$ cat config.mk
export PLATFORM = sky130hd
export DESIGN_NAME = mcd_decoder
export DESIGN_NICKNAME = d
export VERILOG_FILES = /design/src/inc/mcd_pkg.sv /design/src/hdl/mcd_sel_mem.sv /design/src/hdl/mcd_decoder.sv
export VERILOG_INCLUDE_DIRS = /design/src /design/src/inc
export SDC_FILE = /design/constraint.sdc
export NUM_CORES = 1
export LEC_CHECK = 0
export BUFFER_PORTS_ARGS = -buffer_cell sky130_fd_sc_hd__clkbuf_2
export CAP_MARGIN = 15
export CORE_MARGIN = 4
export CORE_UTILIZATION = 45
export CTS_CLUSTER_SIZE = 24
export DETAILED_ROUTE_END_ITERATION = 12
export SETUP_SLACK_MARGIN = 0.15
export SYNTH_ARGS = -nofsm -noshare
export SYNTH_HDL_FRONTEND = slang
export SYNTH_HIERARCHICAL = 1
export SYNTH_SLANG_ARGS = --single-unit
$ cat constraint.sdc
create_clock -name clk_sys_in -period 31.1 [get_ports clk_sys_in]
set_clock_uncertainty 0.2 [all_clocks]
set_input_delay 1.555 -clock clk_sys_in [delete_from_list [all_inputs] [get_ports clk_sys_in]]
set_output_delay 1.555 -clock clk_sys_in [all_outputs]
set_load 0.005 [all_outputs]
$ cat src/inc/mcd_map.svh
// Constants of the controller message decoder: offsets, fields, resets, codes.
`ifndef MCD_MAP_SVH
`define MCD_MAP_SVH
// ----------------------------------------
// Controller numbers and parameter codes
// ----------------------------------------
`define MCD_CC_BANK_MSB 7'h00
`define MCD_CC_DATA 7'h06
`define MCD_CC_VOL 7'h07
`define MCD_CC_EXPR 7'h0B
`define MCD_CC_BANK_LSB 7'h20
`define MCD_CC_DATA_LSB 7'h26
`define MCD_CC_SND_FIRST 7'h46
`define MCD_CC_SND_LAST 7'h4F
`define MCD_CC_EFX_A 7'h5C
`define MCD_CC_EFX_B 7'h5E
`define MCD_CC_EFX_C 7'h5F
`define MCD_CC_NRPN_LSB 7'h62
`define MCD_CC_NRPN_MSB 7'h63
`define MCD_CC_RPN_LSB 7'h64
`define MCD_CC_RPN_MSB 7'h65
`define MCD_RPN_BEND 7'h00
`define MCD_RPN_FINE 7'h01
`define MCD_RPN_COARSE 7'h02
`define MCD_NRPN_ARP_SW 7'h02
`define MCD_NRPN_GATE 7'h0A
`define MCD_NRPN_VEL 7'h0B
`define MCD_CENTER 7'h40
`define MCD_BEND_MAX 7'h0C
`define MCD_FINE_MIN 7'h20
`define MCD_FINE_MAX 7'h60
`define MCD_FINE_NUM 12'sd25
`define MCD_FINE_DEN 12'sd16
`define MCD_COARSE_MIN 7'h28
`define MCD_COARSE_MAX 7'h58
`define MCD_VAL_MAX 7'h7F
`define MCD_KNOB_CC_MAX 7'h5F
`define MCD_SND_COUNT 10
// ----------------------------------------
// Register offsets, fields and resets
// ----------------------------------------
`define MCD_REG_CTRL 8'h00
`define MCD_REG_CMD 8'h04
`define MCD_REG_TUNE 8'h08
`define MCD_REG_LEVEL 8'h0C
`define MCD_REG_ARP 8'h10
`define MCD_REG_BANK 8'h14
`define MCD_REG_EDIT 8'h18
`define MCD_REG_EFX 8'h1C
`define MCD_REG_KNOB 8'h20
`define MCD_REG_BASE0 8'h40
`define MCD_CTRL_RST 32'h0064_0000
`define MCD_CMD_STOP 0
`define MCD_CMD_WRITE 1
`define MCD_CTRL_FILT 8
`define MCD_BASE_RST 7'h40
`define MCD_ARP_RST 7'h40
`define MCD_RESP_OK 2'h0
`define MCD_RESP_ERR 2'h2
`endif

$ cat src/inc/mcd_pkg.sv
// Types shared by the controller message decoder.
package mcd_pkg;
	typedef enum logic [2:0] {
		MCD_MODE_PROGRAM,
		MCD_MODE_COMBI,
		MCD_MODE_SEQ,
		MCD_MODE_SONG,
		MCD_MODE_SAMPLING
	} mcd_mode_t;
	typedef enum logic [2:0] {
		MCD_P_BEND,
		MCD_P_FINE,
		MCD_P_COARSE,
		MCD_P_ARP_SW,
		MCD_P_ARP_GATE,
		MCD_P_ARP_VEL
	} mcd_param_t;
endpackage

$ cat src/hdl/mcd_sel_mem.sv
// Per-channel memory of the last parameter selection, registered read.
`timescale 1ns/10ps
module mcd_sel_mem (
	input  wire logic        clk_sys_in,
	input  wire logic        rst_n_in,
	input  wire logic        wr_en_in,
	input  wire logic [3:0]  wr_addr_in,
	input  wire logic [15:0] wr_data_in,
	input  wire logic [3:0]  rd_addr_in,
	output logic      [15:0] rd_data_out
);
	logic [15:0] mem [16];

	// Words reset to zero so a channel starts with no selection.
	always_ff @(posedge clk_sys_in or negedge rst_n_in) begin
		if (!rst_n_in) begin
			for (int i = 0; i < 16; i++) begin
				mem[i] <= 16'h0000;
			end
		end else if (wr_en_in) begin
			mem[wr_addr_in] <= wr_data_in;
		end
	end

	// Read data come out of a register one cycle after the address.
	always_ff @(posedge clk_sys_in or negedge rst_n_in) begin
		if (!rst_n_in) begin
			rd_data_out <= 16'h0000;
		end else begin
			rd_data_out <= mem[rd_addr_in];
		end
	end
endmodule

$ cat src/hdl/mcd_decoder.sv
// Control change decoder with parameter selection, levels and an AXI4-Lite slave.
`timescale 1ns/10ps
`include "mcd_map.svh"
module mcd_decoder (
	input  wire logic              clk_sys_in,
	input  wire logic              rst_n_in,
	input  wire logic              s_axi_awvalid,
	output logic                   s_axi_awready,
	input  wire logic [7:0]        s_axi_awaddr,
	input  wire logic              s_axi_wvalid,
	output logic                   s_axi_wready,
	input  wire logic [31:0]       s_axi_wdata,
	input  wire logic [3:0]        s_axi_wstrb,
	output logic                   s_axi_bvalid,
	input  wire logic              s_axi_bready,
	output logic [1:0]             s_axi_bresp,
	input  wire logic              s_axi_arvalid,
	output logic                   s_axi_arready,
	input  wire logic [7:0]        s_axi_araddr,
	output logic                   s_axi_rvalid,
	input  wire logic              s_axi_rready,
	output logic [31:0]            s_axi_rdata,
	output logic [1:0]             s_axi_rresp,
	input  wire logic              msg_valid_in,
	output logic                   msg_ready_out,
	input  wire logic [3:0]        msg_chan_in,
	input  wire logic [6:0]        msg_ctrl_in,
	input  wire logic [6:0]        msg_value_in,
	output logic                   param_valid_out,
	output logic [3:0]             param_chan_out,
	output mcd_pkg::mcd_param_t    param_kind_out,
	output logic [7:0]             param_value_out,
	output logic                   edit_valid_out,
	output logic [3:0]             edit_chan_out,
	output logic [3:0]             edit_index_out,
	output logic                   edit_hpf_out,
	output logic [6:0]             edit_value_out,
	output logic                   edit_savable_out,
	output logic                   edit_commit_out,
	output logic [13:0]            level_out,
	input  wire logic              knob_move_in,
	input  wire logic [6:0]        knob_value_in,
	output logic                   tx_valid_out,
	output logic [3:0]             tx_chan_out,
	output logic [6:0]             tx_ctrl_out,
	output logic [6:0]             tx_value_out
);
	import mcd_pkg::*;

	// ----------------------------------------
	// Registers and message stage
	// ----------------------------------------
	logic [31:0] ctrl;
	logic [6:0]  base_q [`MCD_SND_COUNT];
	logic [6:0]  knob_cc, vol_q, exp_q, fine_q, bank_msb, bank_lsb;
	logic [6:0]  arp_gate, arp_vel;
	logic        arp_on, edit_pending;
	logic [2:0]  efx_q;
	logic [7:0]  bend_q, finet_q, coarse_q;
	logic        stage_b;
	logic [3:0]  b_chan;
	logic [6:0]  b_cc, b_val;
	logic [15:0] sel_rd, sel_wr;
	logic        sel_we;
	logic [7:0]  aw_q, ar_a;
	logic [31:0] w_q;
	logic [3:0]  ws_q;
	logic        aw_full, w_full, wr_go, wr_hit;
	logic        cmd_stop, cmd_write;
	mcd_mode_t   mode;
	logic        multi, accept, on_global, is_snd;
	logic [3:0]  snd_idx;

	assign mode = mcd_mode_t'(ctrl[6:4]);
	// Multi-part modes take every channel; the others only the global one.
	assign multi = mode inside {MCD_MODE_COMBI, MCD_MODE_SEQ, MCD_MODE_SONG};
	assign on_global = b_chan == ctrl[3:0];
	assign accept = multi || on_global;
	assign is_snd = b_cc >= `MCD_CC_SND_FIRST && b_cc <= `MCD_CC_SND_LAST;
	assign snd_idx = 4'(b_cc - `MCD_CC_SND_FIRST);
	// One message in flight; the selection read takes a cycle.
	assign msg_ready_out = !stage_b;

	// Message capture, then one decode cycle.
	always_ff @(posedge clk_sys_in or negedge rst_n_in) begin
		if (!rst_n_in) begin
			stage_b <= 1'b0;
			b_chan <= 4'h0;
			b_cc <= 7'h00;
			b_val <= 7'h00;
		end else begin
			stage_b <= msg_valid_in && !stage_b;
			if (msg_valid_in && !stage_b) begin
				b_chan <= msg_chan_in;
				b_cc <= msg_ctrl_in;
				b_val <= msg_value_in;
			end
		end
	end

	// ----------------------------------------
	// Selection memory
	// ----------------------------------------
	// selection bytes: bit 15 complete, 14 non-registered.
	always_comb begin
		sel_we = stage_b && accept;
		unique case (b_cc)
			`MCD_CC_RPN_MSB: sel_wr = {2'b00, b_val, sel_rd[6:0]};
			`MCD_CC_RPN_LSB: sel_wr = {2'b10, sel_rd[13:7], b_val};
			`MCD_CC_NRPN_MSB: sel_wr = {2'b01, b_val, sel_rd[6:0]};
			`MCD_CC_NRPN_LSB: sel_wr = {2'b11, sel_rd[13:7], b_val};
			default: begin
				sel_wr = sel_rd;
				sel_we = 1'b0;
			end
		endcase
	end

	mcd_sel_mem u_sel (
		.clk_sys_in (clk_sys_in),
		.rst_n_in   (rst_n_in),
		.wr_en_in   (sel_we),
		.wr_addr_in (b_chan),
		.wr_data_in (sel_wr),
		.rd_addr_in (msg_chan_in),
		.rd_data_out(sel_rd)
	);

	// ----------------------------------------
	// Data entry routing
	// ----------------------------------------
	logic       rpn_ok, nrpn_ok, dent;
	logic [7:0] off;
	logic signed [11:0] cent_x;
	logic [7:0] cents;
	assign rpn_ok = sel_rd[15] && !sel_rd[14] && sel_rd[13:7] == 7'h00;
	assign nrpn_ok = sel_rd[15] && sel_rd[14] && sel_rd[13:7] == 7'h00;
	assign dent = stage_b && accept && b_cc == `MCD_CC_DATA;
	assign off = {1'b0, b_val} - {1'b0, `MCD_CENTER};
	// one data step is 50/32 cent; signed division keeps both sides symmetric.
	assign cent_x = $signed(off) * `MCD_FINE_NUM;
	assign cents = 8'(cent_x / `MCD_FINE_DEN);

	// coarse data goes to the channel's stored selection.
	always_ff @(posedge clk_sys_in or negedge rst_n_in) begin
		if (!rst_n_in) begin
			param_valid_out <= 1'b0;
			param_chan_out <= 4'h0;
			param_kind_out <= MCD_P_BEND;
			param_value_out <= 8'h00;
		end else begin
			param_valid_out <= 1'b0;
			param_chan_out <= b_chan;
			if (dent && rpn_ok) begin
				unique case (sel_rd[6:0])
					`MCD_RPN_BEND: if (b_val <= `MCD_BEND_MAX) begin
						param_valid_out <= 1'b1;
						param_kind_out <= MCD_P_BEND;
						param_value_out <= {1'b0, b_val};
					end
					`MCD_RPN_FINE: if (b_val >= `MCD_FINE_MIN && b_val <= `MCD_FINE_MAX) begin
						param_valid_out <= 1'b1;
						param_kind_out <= MCD_P_FINE;
						param_value_out <= cents;
					end
					`MCD_RPN_COARSE: if (b_val >= `MCD_COARSE_MIN && b_val <= `MCD_COARSE_MAX) begin
						param_valid_out <= 1'b1;
						param_kind_out <= MCD_P_COARSE;
						param_value_out <= off;
					end
					default: ;
				endcase
			end else if (dent && nrpn_ok) begin
				unique case (sel_rd[6:0])
					`MCD_NRPN_ARP_SW: begin
						param_valid_out <= 1'b1;
						param_kind_out <= MCD_P_ARP_SW;
						param_value_out <= {7'h00, b_val >= `MCD_CENTER};
					end
					`MCD_NRPN_GATE: begin
						param_valid_out <= 1'b1;
						param_kind_out <= MCD_P_ARP_GATE;
						param_value_out <= {1'b0, b_val};
					end
					`MCD_NRPN_VEL: begin
						param_valid_out <= 1'b1;
						param_kind_out <= MCD_P_ARP_VEL;
						param_value_out <= {1'b0, b_val};
					end
					default: ;
				endcase
			end
		end
	end

	// Status copies of the last applied values, shown to software.
	always_ff @(posedge clk_sys_in or negedge rst_n_in) begin
		if (!rst_n_in) begin
			bend_q <= 8'h00;
			finet_q <= 8'h00;
			coarse_q <= 8'h00;
			arp_on <= 1'b0;
			arp_gate <= `MCD_ARP_RST;
			arp_vel <= `MCD_ARP_RST;
			fine_q <= 7'h00;
		end else begin
			if (param_valid_out) begin
				unique case (param_kind_out)
					MCD_P_BEND: bend_q <= param_value_out;
					MCD_P_FINE: finet_q <= param_value_out;
					MCD_P_COARSE: coarse_q <= param_value_out;
					MCD_P_ARP_SW: arp_on <= param_value_out[0];
					MCD_P_ARP_GATE: arp_gate <= param_value_out[6:0];
					MCD_P_ARP_VEL: arp_vel <= param_value_out[6:0];
				endcase
			end
			// fine data byte is kept; it carries no weight here.
			if (stage_b && accept && b_cc == `MCD_CC_DATA_LSB) begin
				fine_q <= b_val;
			end
		end
	end

	// ----------------------------------------
	// Levels, bank and effect switches
	// ----------------------------------------
	// volume and expression, reset on stop-and-return in sequencer and song modes only.
	always_ff @(posedge clk_sys_in or negedge rst_n_in) begin
		if (!rst_n_in) begin
			vol_q <= 7'h64;
			exp_q <= `MCD_VAL_MAX;
			level_out <= 14'h0000;
		end else begin
			level_out <= 14'(vol_q * exp_q);
			if (cmd_stop && (mode == MCD_MODE_SEQ || mode == MCD_MODE_SONG)) begin
				vol_q <= ctrl[22:16];
				exp_q <= `MCD_VAL_MAX;
			end else if (stage_b && accept && b_cc == `MCD_CC_VOL) begin
				vol_q <= b_val;
			end else if (stage_b && accept && b_cc == `MCD_CC_EXPR) begin
				exp_q <= b_val;
			end
		end
	end

	// bank bytes, and effect switches on global only.
	always_ff @(posedge clk_sys_in or negedge rst_n_in) begin
		if (!rst_n_in) begin
			bank_msb <= 7'h00;
			bank_lsb <= 7'h00;
			efx_q <= 3'h7;
		end else if (stage_b) begin
			if (accept && b_cc == `MCD_CC_BANK_MSB) bank_msb <= b_val;
			if (accept && b_cc == `MCD_CC_BANK_LSB) bank_lsb <= b_val;
			if (on_global && b_cc == `MCD_CC_EFX_A) efx_q[0] <= b_val != 7'h00;
			if (on_global && b_cc == `MCD_CC_EFX_B) efx_q[1] <= b_val != 7'h00;
			if (on_global && b_cc == `MCD_CC_EFX_C) efx_q[2] <= b_val != 7'h00;
		end
	end

	// ----------------------------------------
	// Relative sound edits
	// ----------------------------------------
	// scale from the stored setting toward minimum or maximum.
	function automatic logic [6:0] rel_scale(input logic [6:0] base, input logic [6:0] v);
		logic [13:0] t;
		t = 14'h0000;
		if (v < `MCD_CENTER) begin
			t = ({7'h00, base} * {7'h00, v}) >> 6;
		end else begin
			t = {7'h00, base} + ({7'h00, `MCD_VAL_MAX - base} * {7'h00, v - `MCD_CENTER}) / 14'd63;
		end
		return t[6:0];
	endfunction

	always_ff @(posedge clk_sys_in or negedge rst_n_in) begin
		if (!rst_n_in) begin
			edit_valid_out <= 1'b0;
			edit_chan_out <= 4'h0;
			edit_index_out <= 4'h0;
			edit_hpf_out <= 1'b0;
			edit_value_out <= 7'h00;
			edit_savable_out <= 1'b1;
			edit_commit_out <= 1'b0;
			edit_pending <= 1'b0;
		end else begin
			edit_savable_out <= !multi;
			edit_valid_out <= stage_b && accept && is_snd;
			edit_commit_out <= cmd_write && !multi && edit_pending;
			if (stage_b && accept && is_snd) begin
				edit_chan_out <= b_chan;
				edit_index_out <= snd_idx;
				edit_hpf_out <= snd_idx == 4'h1 && ctrl[`MCD_CTRL_FILT];
				edit_value_out <= rel_scale(base_q[snd_idx], b_val);
				edit_pending <= !multi;
			end else if (cmd_write || multi) begin
				edit_pending <= 1'b0;
			end
		end
	end

	// ----------------------------------------
	// Panel knob
	// ----------------------------------------
	// knob sends its bound controller on the global channel.
	always_ff @(posedge clk_sys_in or negedge rst_n_in) begin
		if (!rst_n_in) begin
			tx_valid_out <= 1'b0;
			tx_chan_out <= 4'h0;
			tx_ctrl_out <= 7'h00;
			tx_value_out <= 7'h00;
		end else begin
			tx_valid_out <= knob_move_in;
			if (knob_move_in) begin
				tx_chan_out <= ctrl[3:0];
				tx_ctrl_out <= knob_cc;
				tx_value_out <= knob_value_in;
			end
		end
	end

	// ----------------------------------------
	// AXI4-Lite slave
	// ----------------------------------------
	function automatic logic [31:0] wmerge(input logic [31:0] o, input logic [31:0] n,
		input logic [3:0] s);
		for (int i = 0; i < 4; i++) begin
			if (s[i]) o[8*i +: 8] = n[8*i +: 8];
		end
		return o;
	endfunction

	logic [31:0] wv;
	assign wv = wmerge(32'h0000_0000, w_q, ws_q);
	assign s_axi_awready = !aw_full;
	assign s_axi_wready = !w_full;
	assign s_axi_arready = !s_axi_rvalid;
	assign ar_a = {s_axi_araddr[7:2], 2'b00};
	assign wr_go = aw_full && w_full && !s_axi_bvalid;
	assign wr_hit = aw_q <= `MCD_REG_KNOB || (aw_q >= `MCD_REG_BASE0 &&
		aw_q < 8'(`MCD_REG_BASE0 + 4 * `MCD_SND_COUNT));
	assign cmd_stop = wr_go && aw_q == `MCD_REG_CMD && ws_q[0] && w_q[`MCD_CMD_STOP];
	assign cmd_write = wr_go && aw_q == `MCD_REG_CMD && ws_q[0] && w_q[`MCD_CMD_WRITE];

	// Address and data are taken in either order; the write lands once both are in.
	always_ff @(posedge clk_sys_in or negedge rst_n_in) begin
		if (!rst_n_in) begin
			aw_full <= 1'b0;
			w_full <= 1'b0;
			aw_q <= 8'h00;
			w_q <= 32'h0000_0000;
			ws_q <= 4'h0;
			s_axi_bvalid <= 1'b0;
			s_axi_bresp <= `MCD_RESP_OK;
		end else begin
			if (s_axi_awvalid && !aw_full) begin
				aw_full <= 1'b1;
				aw_q <= {s_axi_awaddr[7:2], 2'b00};
			end
			if (s_axi_wvalid && !w_full) begin
				w_full <= 1'b1;
				w_q <= s_axi_wdata;
				ws_q <= s_axi_wstrb;
			end
			if (wr_go) begin
				aw_full <= 1'b0;
				w_full <= 1'b0;
				s_axi_bvalid <= 1'b1;
				s_axi_bresp <= wr_hit ? `MCD_RESP_OK : `MCD_RESP_ERR;
			end else if (s_axi_bready) begin
				s_axi_bvalid <= 1'b0;
			end
		end
	end

	// Software-written registers; knob bindings above 95 are refused.
	always_ff @(posedge clk_sys_in or negedge rst_n_in) begin
		if (!rst_n_in) begin
			ctrl <= `MCD_CTRL_RST;
			knob_cc <= 7'h00;
			for (int i = 0; i < `MCD_SND_COUNT; i++) base_q[i] <= `MCD_BASE_RST;
		end else if (wr_go) begin
			if (aw_q == `MCD_REG_CTRL) ctrl <= wmerge(ctrl, w_q, ws_q) & 32'h007F_017F;
			if (aw_q == `MCD_REG_KNOB && ws_q[0] && w_q[6:0] <= `MCD_KNOB_CC_MAX) begin
				knob_cc <= w_q[6:0];
			end
			for (int i = 0; i < `MCD_SND_COUNT; i++) begin
				if (aw_q == 8'(`MCD_REG_BASE0 + 4 * i) && ws_q[0]) base_q[i] <= wv[6:0];
			end
		end
	end

	// Read mux; unmapped offsets answer zero with an error.
	always_ff @(posedge clk_sys_in or negedge rst_n_in) begin
		if (!rst_n_in) begin
			s_axi_rvalid <= 1'b0;
			s_axi_rdata <= 32'h0000_0000;
			s_axi_rresp <= `MCD_RESP_OK;
		end else if (s_axi_arvalid && !s_axi_rvalid) begin
			s_axi_rvalid <= 1'b1;
			s_axi_rresp <= `MCD_RESP_OK;
			unique case (ar_a)
				`MCD_REG_CTRL: s_axi_rdata <= ctrl;
				`MCD_REG_CMD: s_axi_rdata <= 32'h0000_0000;
				`MCD_REG_TUNE: s_axi_rdata <= {1'b0, fine_q, coarse_q, finet_q, bend_q};
				`MCD_REG_LEVEL: s_axi_rdata <= {2'b00, level_out, 2'b00, exp_q, vol_q};
				`MCD_REG_ARP: s_axi_rdata <= {15'h0000, arp_on, 2'b00, arp_vel, arp_gate};
				`MCD_REG_BANK: s_axi_rdata <= {18'h00000, bank_msb, bank_lsb};
				`MCD_REG_EDIT: s_axi_rdata <= {23'h000000, edit_savable_out, edit_pending,
					efx_q, 4'h0} & 32'h0000_0180;
				`MCD_REG_EFX: s_axi_rdata <= {29'h00000000, efx_q};
				`MCD_REG_KNOB: s_axi_rdata <= {25'h0000000, knob_cc};
				default: begin
					s_axi_rdata <= 32'h0000_0000;
					s_axi_rresp <= `MCD_RESP_ERR;
					for (int i = 0; i < `MCD_SND_COUNT; i++) begin
						if (ar_a == 8'(`MCD_REG_BASE0 + 4 * i)) begin
							s_axi_rdata <= {25'h0000000, base_q[i]};
							s_axi_rresp <= `MCD_RESP_OK;
						end
					end
				end
			endcase
		end else if (s_axi_rready) begin
			s_axi_rvalid <= 1'b0;
		end
	end
endmodule

==> metrics.csv, run 1 <==
metric;value;unit
layout-drive-gt1-share;0.304;
synth_top_area_share;0.419;
cts.htree.levels;3;
wire_per_inst;23.0;um
synth-seq-cells;590;
cts_buffers;67;
grt_pass1_vias;24716;
ant_nets;0;
io_pins;196;
synthToLayoutAreaGrowth;12.1;%
synth_edf_count;0;
async_flop_share;1.00;
port_buffers;170;
fmax;72.6;MHz
synth-xor-area-share;0.0178;
clk_latency;0.61;ns
yosysWarnings;6;
grt_max_degree;169;
post-dp-hpwl;63400;um
timing.setup.tns;0;ns
worst-setup-path-type;reg -> reg;
antenna_found_initial;1;
netlist_instances;2923;
rsz0062_at_grt;no;
cp-start-kind;flip-flop;
dieArea;78900;um2
synthAdderAreaFrac;0.0946;
worstPathRequired;31.44;ns
core_area;73300;um2
ys.flop_type;dfrtp_1;
drt_pass1_iterations;6;
final_hold_viol_count;0;
avgSynthCellArea;11.5;um2
cts.sinks;590;
status;complete, no violations;
slew_viol_final;0;
fin_crit;13.78;ns
min_path_cells;2;
worst_pin_slew;1.18;ns
postCtsHoldBufs;0;
grt_pass1_wl;146000;um
row_count;99;
crit_arrival;14.12;ns
gr-total-overflow;0;
cp_slowest_stage_delay;0.81;ns
routed_wl;93700;um
viasPerCell;5.84;
synth_area;33500;um2
die_w;281;um
cts_resized;0;
ys_seq_area_frac;0.442;
drtIter0Drc;1794;
cts_tree;built;
drc_errors;0;
clockRootBuffer;clkbuf_16;
end_kind;flip-flop;
min_period_over_period;0.443;
hp-class;reg -> reg;
path_clk_slew;0.06;ns
cp_max_fo;13;
clock_path_buffers;3;
fp.dieH;281;um
yosys-top-cells-area;dfrtp_1 (42%), mux2_2 (14%), mux4_2 (5.4%);
synth_compound_area_frac;0.0931;
final_util;0.512;
via_count;23757;
reg2reg_depth;49;
yosys.area_share.simple;0.103;
slowest_stage;xnor2_1;
relSlewSlack;0.213;
num-nets-final;3349;
synth_area_leader_cell;dfrtp_1;
post_cts_buffers;0;
grt_use_total;0.239;
initial_utilization;0.457;
drv_cap;0;
synth.most_common_cell;dfrtp_1;
synthTopCellsByCount;dfrtp_1 (561), mux2_2 (427), nand2_1 (299), nor2_1 (146), inv_1 (144);
synth_cell_types;99;
muxShareOfSynthArea;0.210;
setup_viol;0;
crit_top_cell;inv_1;
synth_top_family_by_area;multiplexers;
place_congestion;0.867;
==> metal layers <==
layer  wire length [um]  vias to the layer above  GRT usage
li1                   -                    10683          -
met1              40000                    12200      0.315
met2              45300                      695      0.400
met3               5310                      177     0.0405
met4               3110                        2     0.0834
met5                  7                        -          0
==> state kept, by name, indices dropped and copies added (netlist names), 8 cells and up <==
signal             count
w_q                   15
base_q                70
s_axi_rdata           31
coarse_q               8
finet_q                8
u_sel/rd_data_out     16
ctrl                  15
level_out             14
u_sel/mem            256
bend_q                 8
param_value_out        8
==> metrics by stage <==
stage | cell area, um2 | hold slack (ns) | cells | setup slack [ns]
global route | 37600 | 0.282 | 4069 | 16.66
detailed placement | 35400 | 0.259 | 3945 | 17.59
CTS | 37500 | 0.272 | 4068 | 17.51
floorplan | 33500 | 0.222 | 2925 | 18.62
global placement | 35400 | 0.251 | 3944 | 17.75
finish | 37600 | 0.275 | 4070 | 17.32
==> cell families (layout without fill, tap and decap cells) <==
| family | Yosys count | count (layout) |
|---|---|---|
| and+or+nand+nor | 724 | 724 |
| DFF | 590 | 590 |
| muxes | 543 | 543 |
| AOI/OAI and AO/OA | 464 | 464 |
| buffers and inverters | 328 | 513 |
| adders and majority gates | 208 | 208 |
| xor gates and xnor gates | 65 | 65 |
| other | 1 | 4 |
==> worst paths after layout <==
path,from,end,slack (ns)
hold reg to reg,s_axi_rdata[30]$_DFFE_PN0P_,s_axi_rdata[30]$_DFFE_PN0P_,0.27
min in group asynchronous,rst_n_in,s_axi_bvalid$_DFFE_PN0P_,0.82
max in group asynchronous,rst_n_in,u_sel/mem[42]$_DFFE_PN0P_,26.91
setup reg to reg,b_cc[2]$_DFFE_PN0P_,edit_value_out[6]$_DFFE_PN0P_,17.32
hold / removal,s_axi_rdata[30]$_DFFE_PN0P_,s_axi_rdata[30]$_DFFE_PN0P_,0.27
setup / recovery,b_cc[2]$_DFFE_PN0P_,edit_value_out[6]$_DFFE_PN0P_,17.32
==> layout make-up <==
type | instances | area (um2)
fillers | 6397 | 35800
flip-flops and latches | 590 | 14800
multi-input cells | 2007 | 17400
clock inverters | 29 | 249
inverters | 148 | 556
diodes | 1 | 2.50
repair buffers | 242 | 1440
well taps | 959 | 1200
clock buffers | 94 | 1910
==> critical path: cells and delay by family (launching register included) <==
kind / cells / cell delay (ns)
compound gates: 14 / 3.08
fa+ha+maj: 9 / 3.62
simple gates: 13 / 3.54
xor+xnor: 5 / 1.80
buf+inv: 7 / 0.77
flops: 1 / 0.47
mux: 1 / 0.16
==> layout by cell type (no fill, tap or decap), types with 20 or more instances in the layout <==
cell type / Yosys / layout
clkbuf_16: 0 / 68
inv_1: 144 / 144
or3_1: 20 / 20
dfstp_2: 29 / 29
nand2_1: 299 / 299
dfrtp_1: 561 / 561
mux4_2: 80 / 80
nor3_1: 38 / 37
nand3_1: 51 / 51
nor2_1: 146 / 144
buf_4: 8 / 71
mux2i_1: 26 / 26
a22oi_1: 73 / 73
clkbuf_2: 1 / 168
o21ai_0: 132 / 132
mux2_2: 427 / 427
and2_1: 42 / 42
nand2b_1: 24 / 24
ha_1: 131 / 131
a21oi_1: 76 / 76
fa_1: 76 / 76
a31oi_1: 29 / 29
xnor2_1: 46 / 46
Power of run 1 is left out: the tool's default activity adds up to more than one toggle a clock period on the data nets, which glitch-free logic cannot reach.
==> run 2, diff against run 1 <==
- clock period: 31.1 -> 13.8 ns (I/O delays scaled with it)
==> metrics.csv, run 2 (same netlist as run 1, synthesis figures left out) <==
metric;value;unit
relSlewSlack;0.142;
placed_area;35400;um2
cts_tree;built;
worst_pin_slew;1.27;ns
clockRootBuffer;clkbuf_16;
io_pins;196;
final_cell_mix;dfrtp_1 (560), mux2_2 (427), nand2_1 (299);
slowest_stage;dfrtp_2;
crit_arrival;13.00;ns
num-nets-final;3358;
cts_buffers;69;
place_congestion;0.866;
row_count;99;
ant_nets;0;
top_regs;u_sel/mem: 256 flops, base_q: 70 flops, s_axi_rdata: 31 flops;
cts.htree.levels;3;
fin_crit;12.72;ns
largest_reg_flops;256;
routed_wl;94100;um
cp-start-kind;flip-flop;
largest_register;u_sel/mem;
path_clk_slew;0.06;ns
initial_utilization;0.457;
cts.sinks;590;
port_buffers;170;
final_util;0.516;
clk_latency;0.62;ns
drc_errors;0;
worstPathRequired;14.08;ns
layout-drive-gt1-share;0.306;
fp.dieH;281;um
antenna_found_initial;0;
core_area;73300;um2
die_w;281;um
dieArea;78900;um2
grt_use_total;0.239;
worst-setup-path-type;reg -> reg;
end_kind;flip-flop;
timing.setup.tns;0;ns
fill_cells;6423;
clock_path_buffers;3;
via_count;23828;
fmax;78.6;MHz
synthToLayoutAreaGrowth;12.8;%
final_area;37800;um2
status;complete, no violations;
drt_pass1_iterations;5;
rrSetupSlack;1.08;ns
final_hold_viol_count;0;
layout_commonest_cell;dfrtp_1;
viasPerCell;5.85;
gr-total-overflow;0;
post-dp-hpwl;64000;um
grt_pass1_wl;147000;um
grt_max_degree;172;
rsz0062_at_grt;no;
setup_viol;0;
drtIter0Drc;1644;
wire_per_inst;23.1;um
min_period_over_period;0.922;
drv_cap;0;
grt_pass1_vias;25205;
cp_slowest_stage_delay;0.77;ns
cp_max_fo;18;
hp-class;in -> reg;
slew_viol_final;0;
run 2: routing by layer:
metal | track usage | vias to the layer above | share of wire
met3 | 0.0386 | 169 | 0.050
met4 | 0.0846 | 0 | 0.034
li1 | - | 10700 | -
met1 | 0.310 | 12278 | 0.43
met2 | 0.409 | 681 | 0.49
met5 | 0 | - | 0
run 2: final timing paths:
kind,startpoint,end,depth (start not counted)
max in group asynchronous,rst_n_in,u_sel/mem[52]$_DFFE_PN0P_,5
min in group asynchronous,rst_n_in,knob_cc[6]$_DFFE_PN0P_,2
worst min register to register,edit_chan_out[1]$_DFFE_PN0P_,edit_chan_out[1]$_DFFE_PN0P_,2
worst max-delay path,b_cc[0]$_DFFE_PN0P_,edit_value_out[6]$_DFFE_PN0P_,47
worst max register to register,b_cc[0]$_DFFE_PN0P_,edit_value_out[6]$_DFFE_PN0P_,47
worst min-delay path,s_axi_bready,s_axi_bvalid$_DFFE_PN0P_,2
run 2: layout make-up:
cell class / instances / area (um2) / area share
Multi-Input combinational cell: 2007 / 17400 / 0.461
Sequential cell: 590 / 14800 / 0.392
Clock buffer: 98 / 1980 / 0.0523
Timing Repair Buffer: 249 / 1470 / 0.0390
Tap cell: 959 / 1200 / 0.0317
Inverter: 148 / 556 / 0.0147
Clock inverter: 24 / 360 / 0.00953
Antenna cell: 1 / 2.50 / 0.0000662
run 2: what timing repair did:
action                                  in CTS  in global routing
setup buffers                                0                  0
endpoints found under the hold margin       69                  0
gates resized for setup                      0                  4
endpoints found under the setup margin       0                  2
hold buffers                                 1                  0
run 2: metrics by stage:
step	hold WS, ns	setup slack (ns)	std cells
after floorplan	0.194	1.32	2925
after global placement	0.251	0.826	3949
after detailed placement	0.263	0.739	3950
after CTS	0.00609	0.583	4073
after global routing	0.0286	0.310	4075
final	0.0439	1.08	4076
run 2: critical path: cells and delay by family (launching register included):
kind	cells	cell delay (ns)
buffers and inverters	6	0.57
DFF	1	0.77
and+or+nand+nor	12	3.05
AOI/OAI and AO/OA	15	3.16
adders and majority gates	8	3.32
xor gates and xnor gates	3	0.63
muxes	3	0.88
Power of run 2 is left out for the same reason.
==> run 3, diff against run 2 <==
- CTS_BUF_LIST: not set -> sky130_fd_sc_hd__clkbuf_8 sky130_fd_sc_hd__clkbuf_16
- RECOVER_POWER: not set -> 25
==> metrics.csv, run 3 (same netlist as run 1, synthesis figures left out) <==
metric;value;unit
status;finished, violations left;
violations;max-capacitance violations, max-slew violations;
use_met2;0.409;
cts.sinks;590;
initial_utilization;0.457;
relSlewSlack;-2.08;
rr_startpoint;b_cc[0]$_DFFE_PN0P_;
routed_wl;94100;um
fmax;78.5;MHz
crit_path_end;edit_value_out[6]$_DFFE_PN0P_;
die_w;281;um
drv_cap;6;
grt_use_total;0.239;
clockRootBuffer;clkbuf_16;
layout-drive-gt1-share;0.283;
setup_viol;0;
port_buffers;170;
top_usage_layer;met2;
wire_per_inst;23.1;um
met1_usage;0.310;
worstPathRequired;14.08;ns
post_cts_buffers;0;
drc_errors;0;
crit_arrival;13.02;ns
place_congestion;0.866;
reg2reg_depth;47;
antenna_found_initial;0;
grt_max_degree;172;
viasPerCell;5.86;
cts.htree.levels;3;
dp_cells;3950;
cts_tree;built;
end_kind;flip-flop;
row_count;99;
layout_commonest_cell;dfrtp_1;
setup_ws;1.06;ns
cp-start-kind;flip-flop;
dieArea;78900;um2
cp_slowest_stage_delay;0.76;ns
slew_viol_final;257;
r2r_end;edit_value_out[6]$_DFFE_PN0P_;
placed_area;35400;um2
slowest_stage;dfrtp_2;
critPathLaunch;b_cc[0]$_DFFE_PN0P_;
grt_pass1_vias;25205;
clock_path_buffers;3;
path_clk_slew;0.06;ns
drt_pass1_iterations;7;
hp-class;in -> reg;
rsz0062_at_grt;no;
drtIter0Drc;1732;
worst-setup-path-type;reg -> reg;
synthToLayoutAreaGrowth;12.5;%
io_pins;196;
num-nets-final;3358;
preCtsSetupSlack;0.739;ns
via_count;23866;
final_hold_viol_count;0;
min_period_over_period;0.923;
fin_crit;12.74;ns
cp_max_fo;18;
fp.dieH;281;um
top_regs;u_sel/mem: 256 flops, base_q: 70 flops, s_axi_rdata: 31 flops;
post-dp-hpwl;64000;um
final_cell_mix;dfrtp_1 (560), mux2_2 (426), nand2_1 (299);
grt_pass1_wl;147000;um
largest_register;u_sel/mem;
worst_pin_slew;4.63;ns
core_area;73300;um2
ant_nets;0;
timing.setup.tns;0;ns
fill_cells;6473;
rrSetupSlack;1.06;ns
final_area;37700;um2
clk_latency;0.62;ns
cts_buffers;69;
met3_usage;0.0386;
largest_reg_flops;256;
fin_cells;4076;
gr-total-overflow;0;
[run 3: cell count changes in the layout (fill, tap and decap cells not counted), sizes merged]
cell | before | now
buf | 80 | 71
inv | 148 | 164
clkbuf | 266 | 259
[run 3: area by class of cell]
type	instances	area, um2	share of cell area
multi-input combinational	2007	17400	0.462
sequential	590	14800	0.393
clock buffer	82	1920	0.0509
timing repair buffer	249	1360	0.0361
tap	959	1200	0.0318
inverter	148	556	0.0147
clock inverter	40	420	0.0112
antenna	1	2.50	0.0000664
[run 3: repair_timing]
action / 4_1_cts / 5_1_grt
hold endpoints to repair: 69 / 0
gates resized for setup: 0 / 4
hold buffers: 1 / 0
setup endpoints to repair: 0 / 2
[run 3: critical path: cells and delay by family (launching register included)]
family | cells | cell delay (ns)
compound gates | 15 | 3.18
xor+xnor | 3 | 0.63
fa+ha+maj | 8 | 3.32
buf+inv | 6 | 0.57
flops | 1 | 0.76
mux | 3 | 0.88
simple gates | 12 | 3.05
[run 3: worst min-delay path by stage]
| stage | start | endpoint | slack [ns] | depth (start not counted) |
|---|---|---|---|---|
| after detailed placement | edit_chan_out[1]$_DFFE_PN0P_ | edit_chan_out[1]$_DFFE_PN0P_ | 0.26 | 2 |
| after global placement | s_axi_rdata[14]$_DFFE_PN0P_ | s_axi_rdata[14]$_DFFE_PN0P_ | 0.25 | 2 |
| after CTS | s_axi_bready | s_axi_bvalid$_DFFE_PN0P_ | 0.006 | 2 |
| final | s_axi_bready | s_axi_bvalid$_DFFE_PN0P_ | 0.04 | 2 |
| after floorplan | rst_n_in | arp_gate[0]$_DFFE_PN0P_ | 0.19 | 0 |
| after global routing | s_axi_bready | s_axi_bvalid$_DFFE_PN0P_ | 0.03 | 2 |
[run 3: metal layers]
layer / vias up / part of all wire
met4: 0 / 0.035
met2: 739 / 0.49
met3: 171 / 0.056
li1: 10708 / -
met5: - / 0
met1: 12248 / 0.42
[run 3: per-stage QoR]
stage,hold slack [ns],utilization
2_1_floorplan,0.194,-
3_3_place_gp,0.251,0.483
3_5_place_dp,0.263,0.483
4_1_cts,0.00609,0.515
5_1_grt,0.0286,0.514
6_report,0.0435,0.514
Power of run 3 is left out for the same reason.
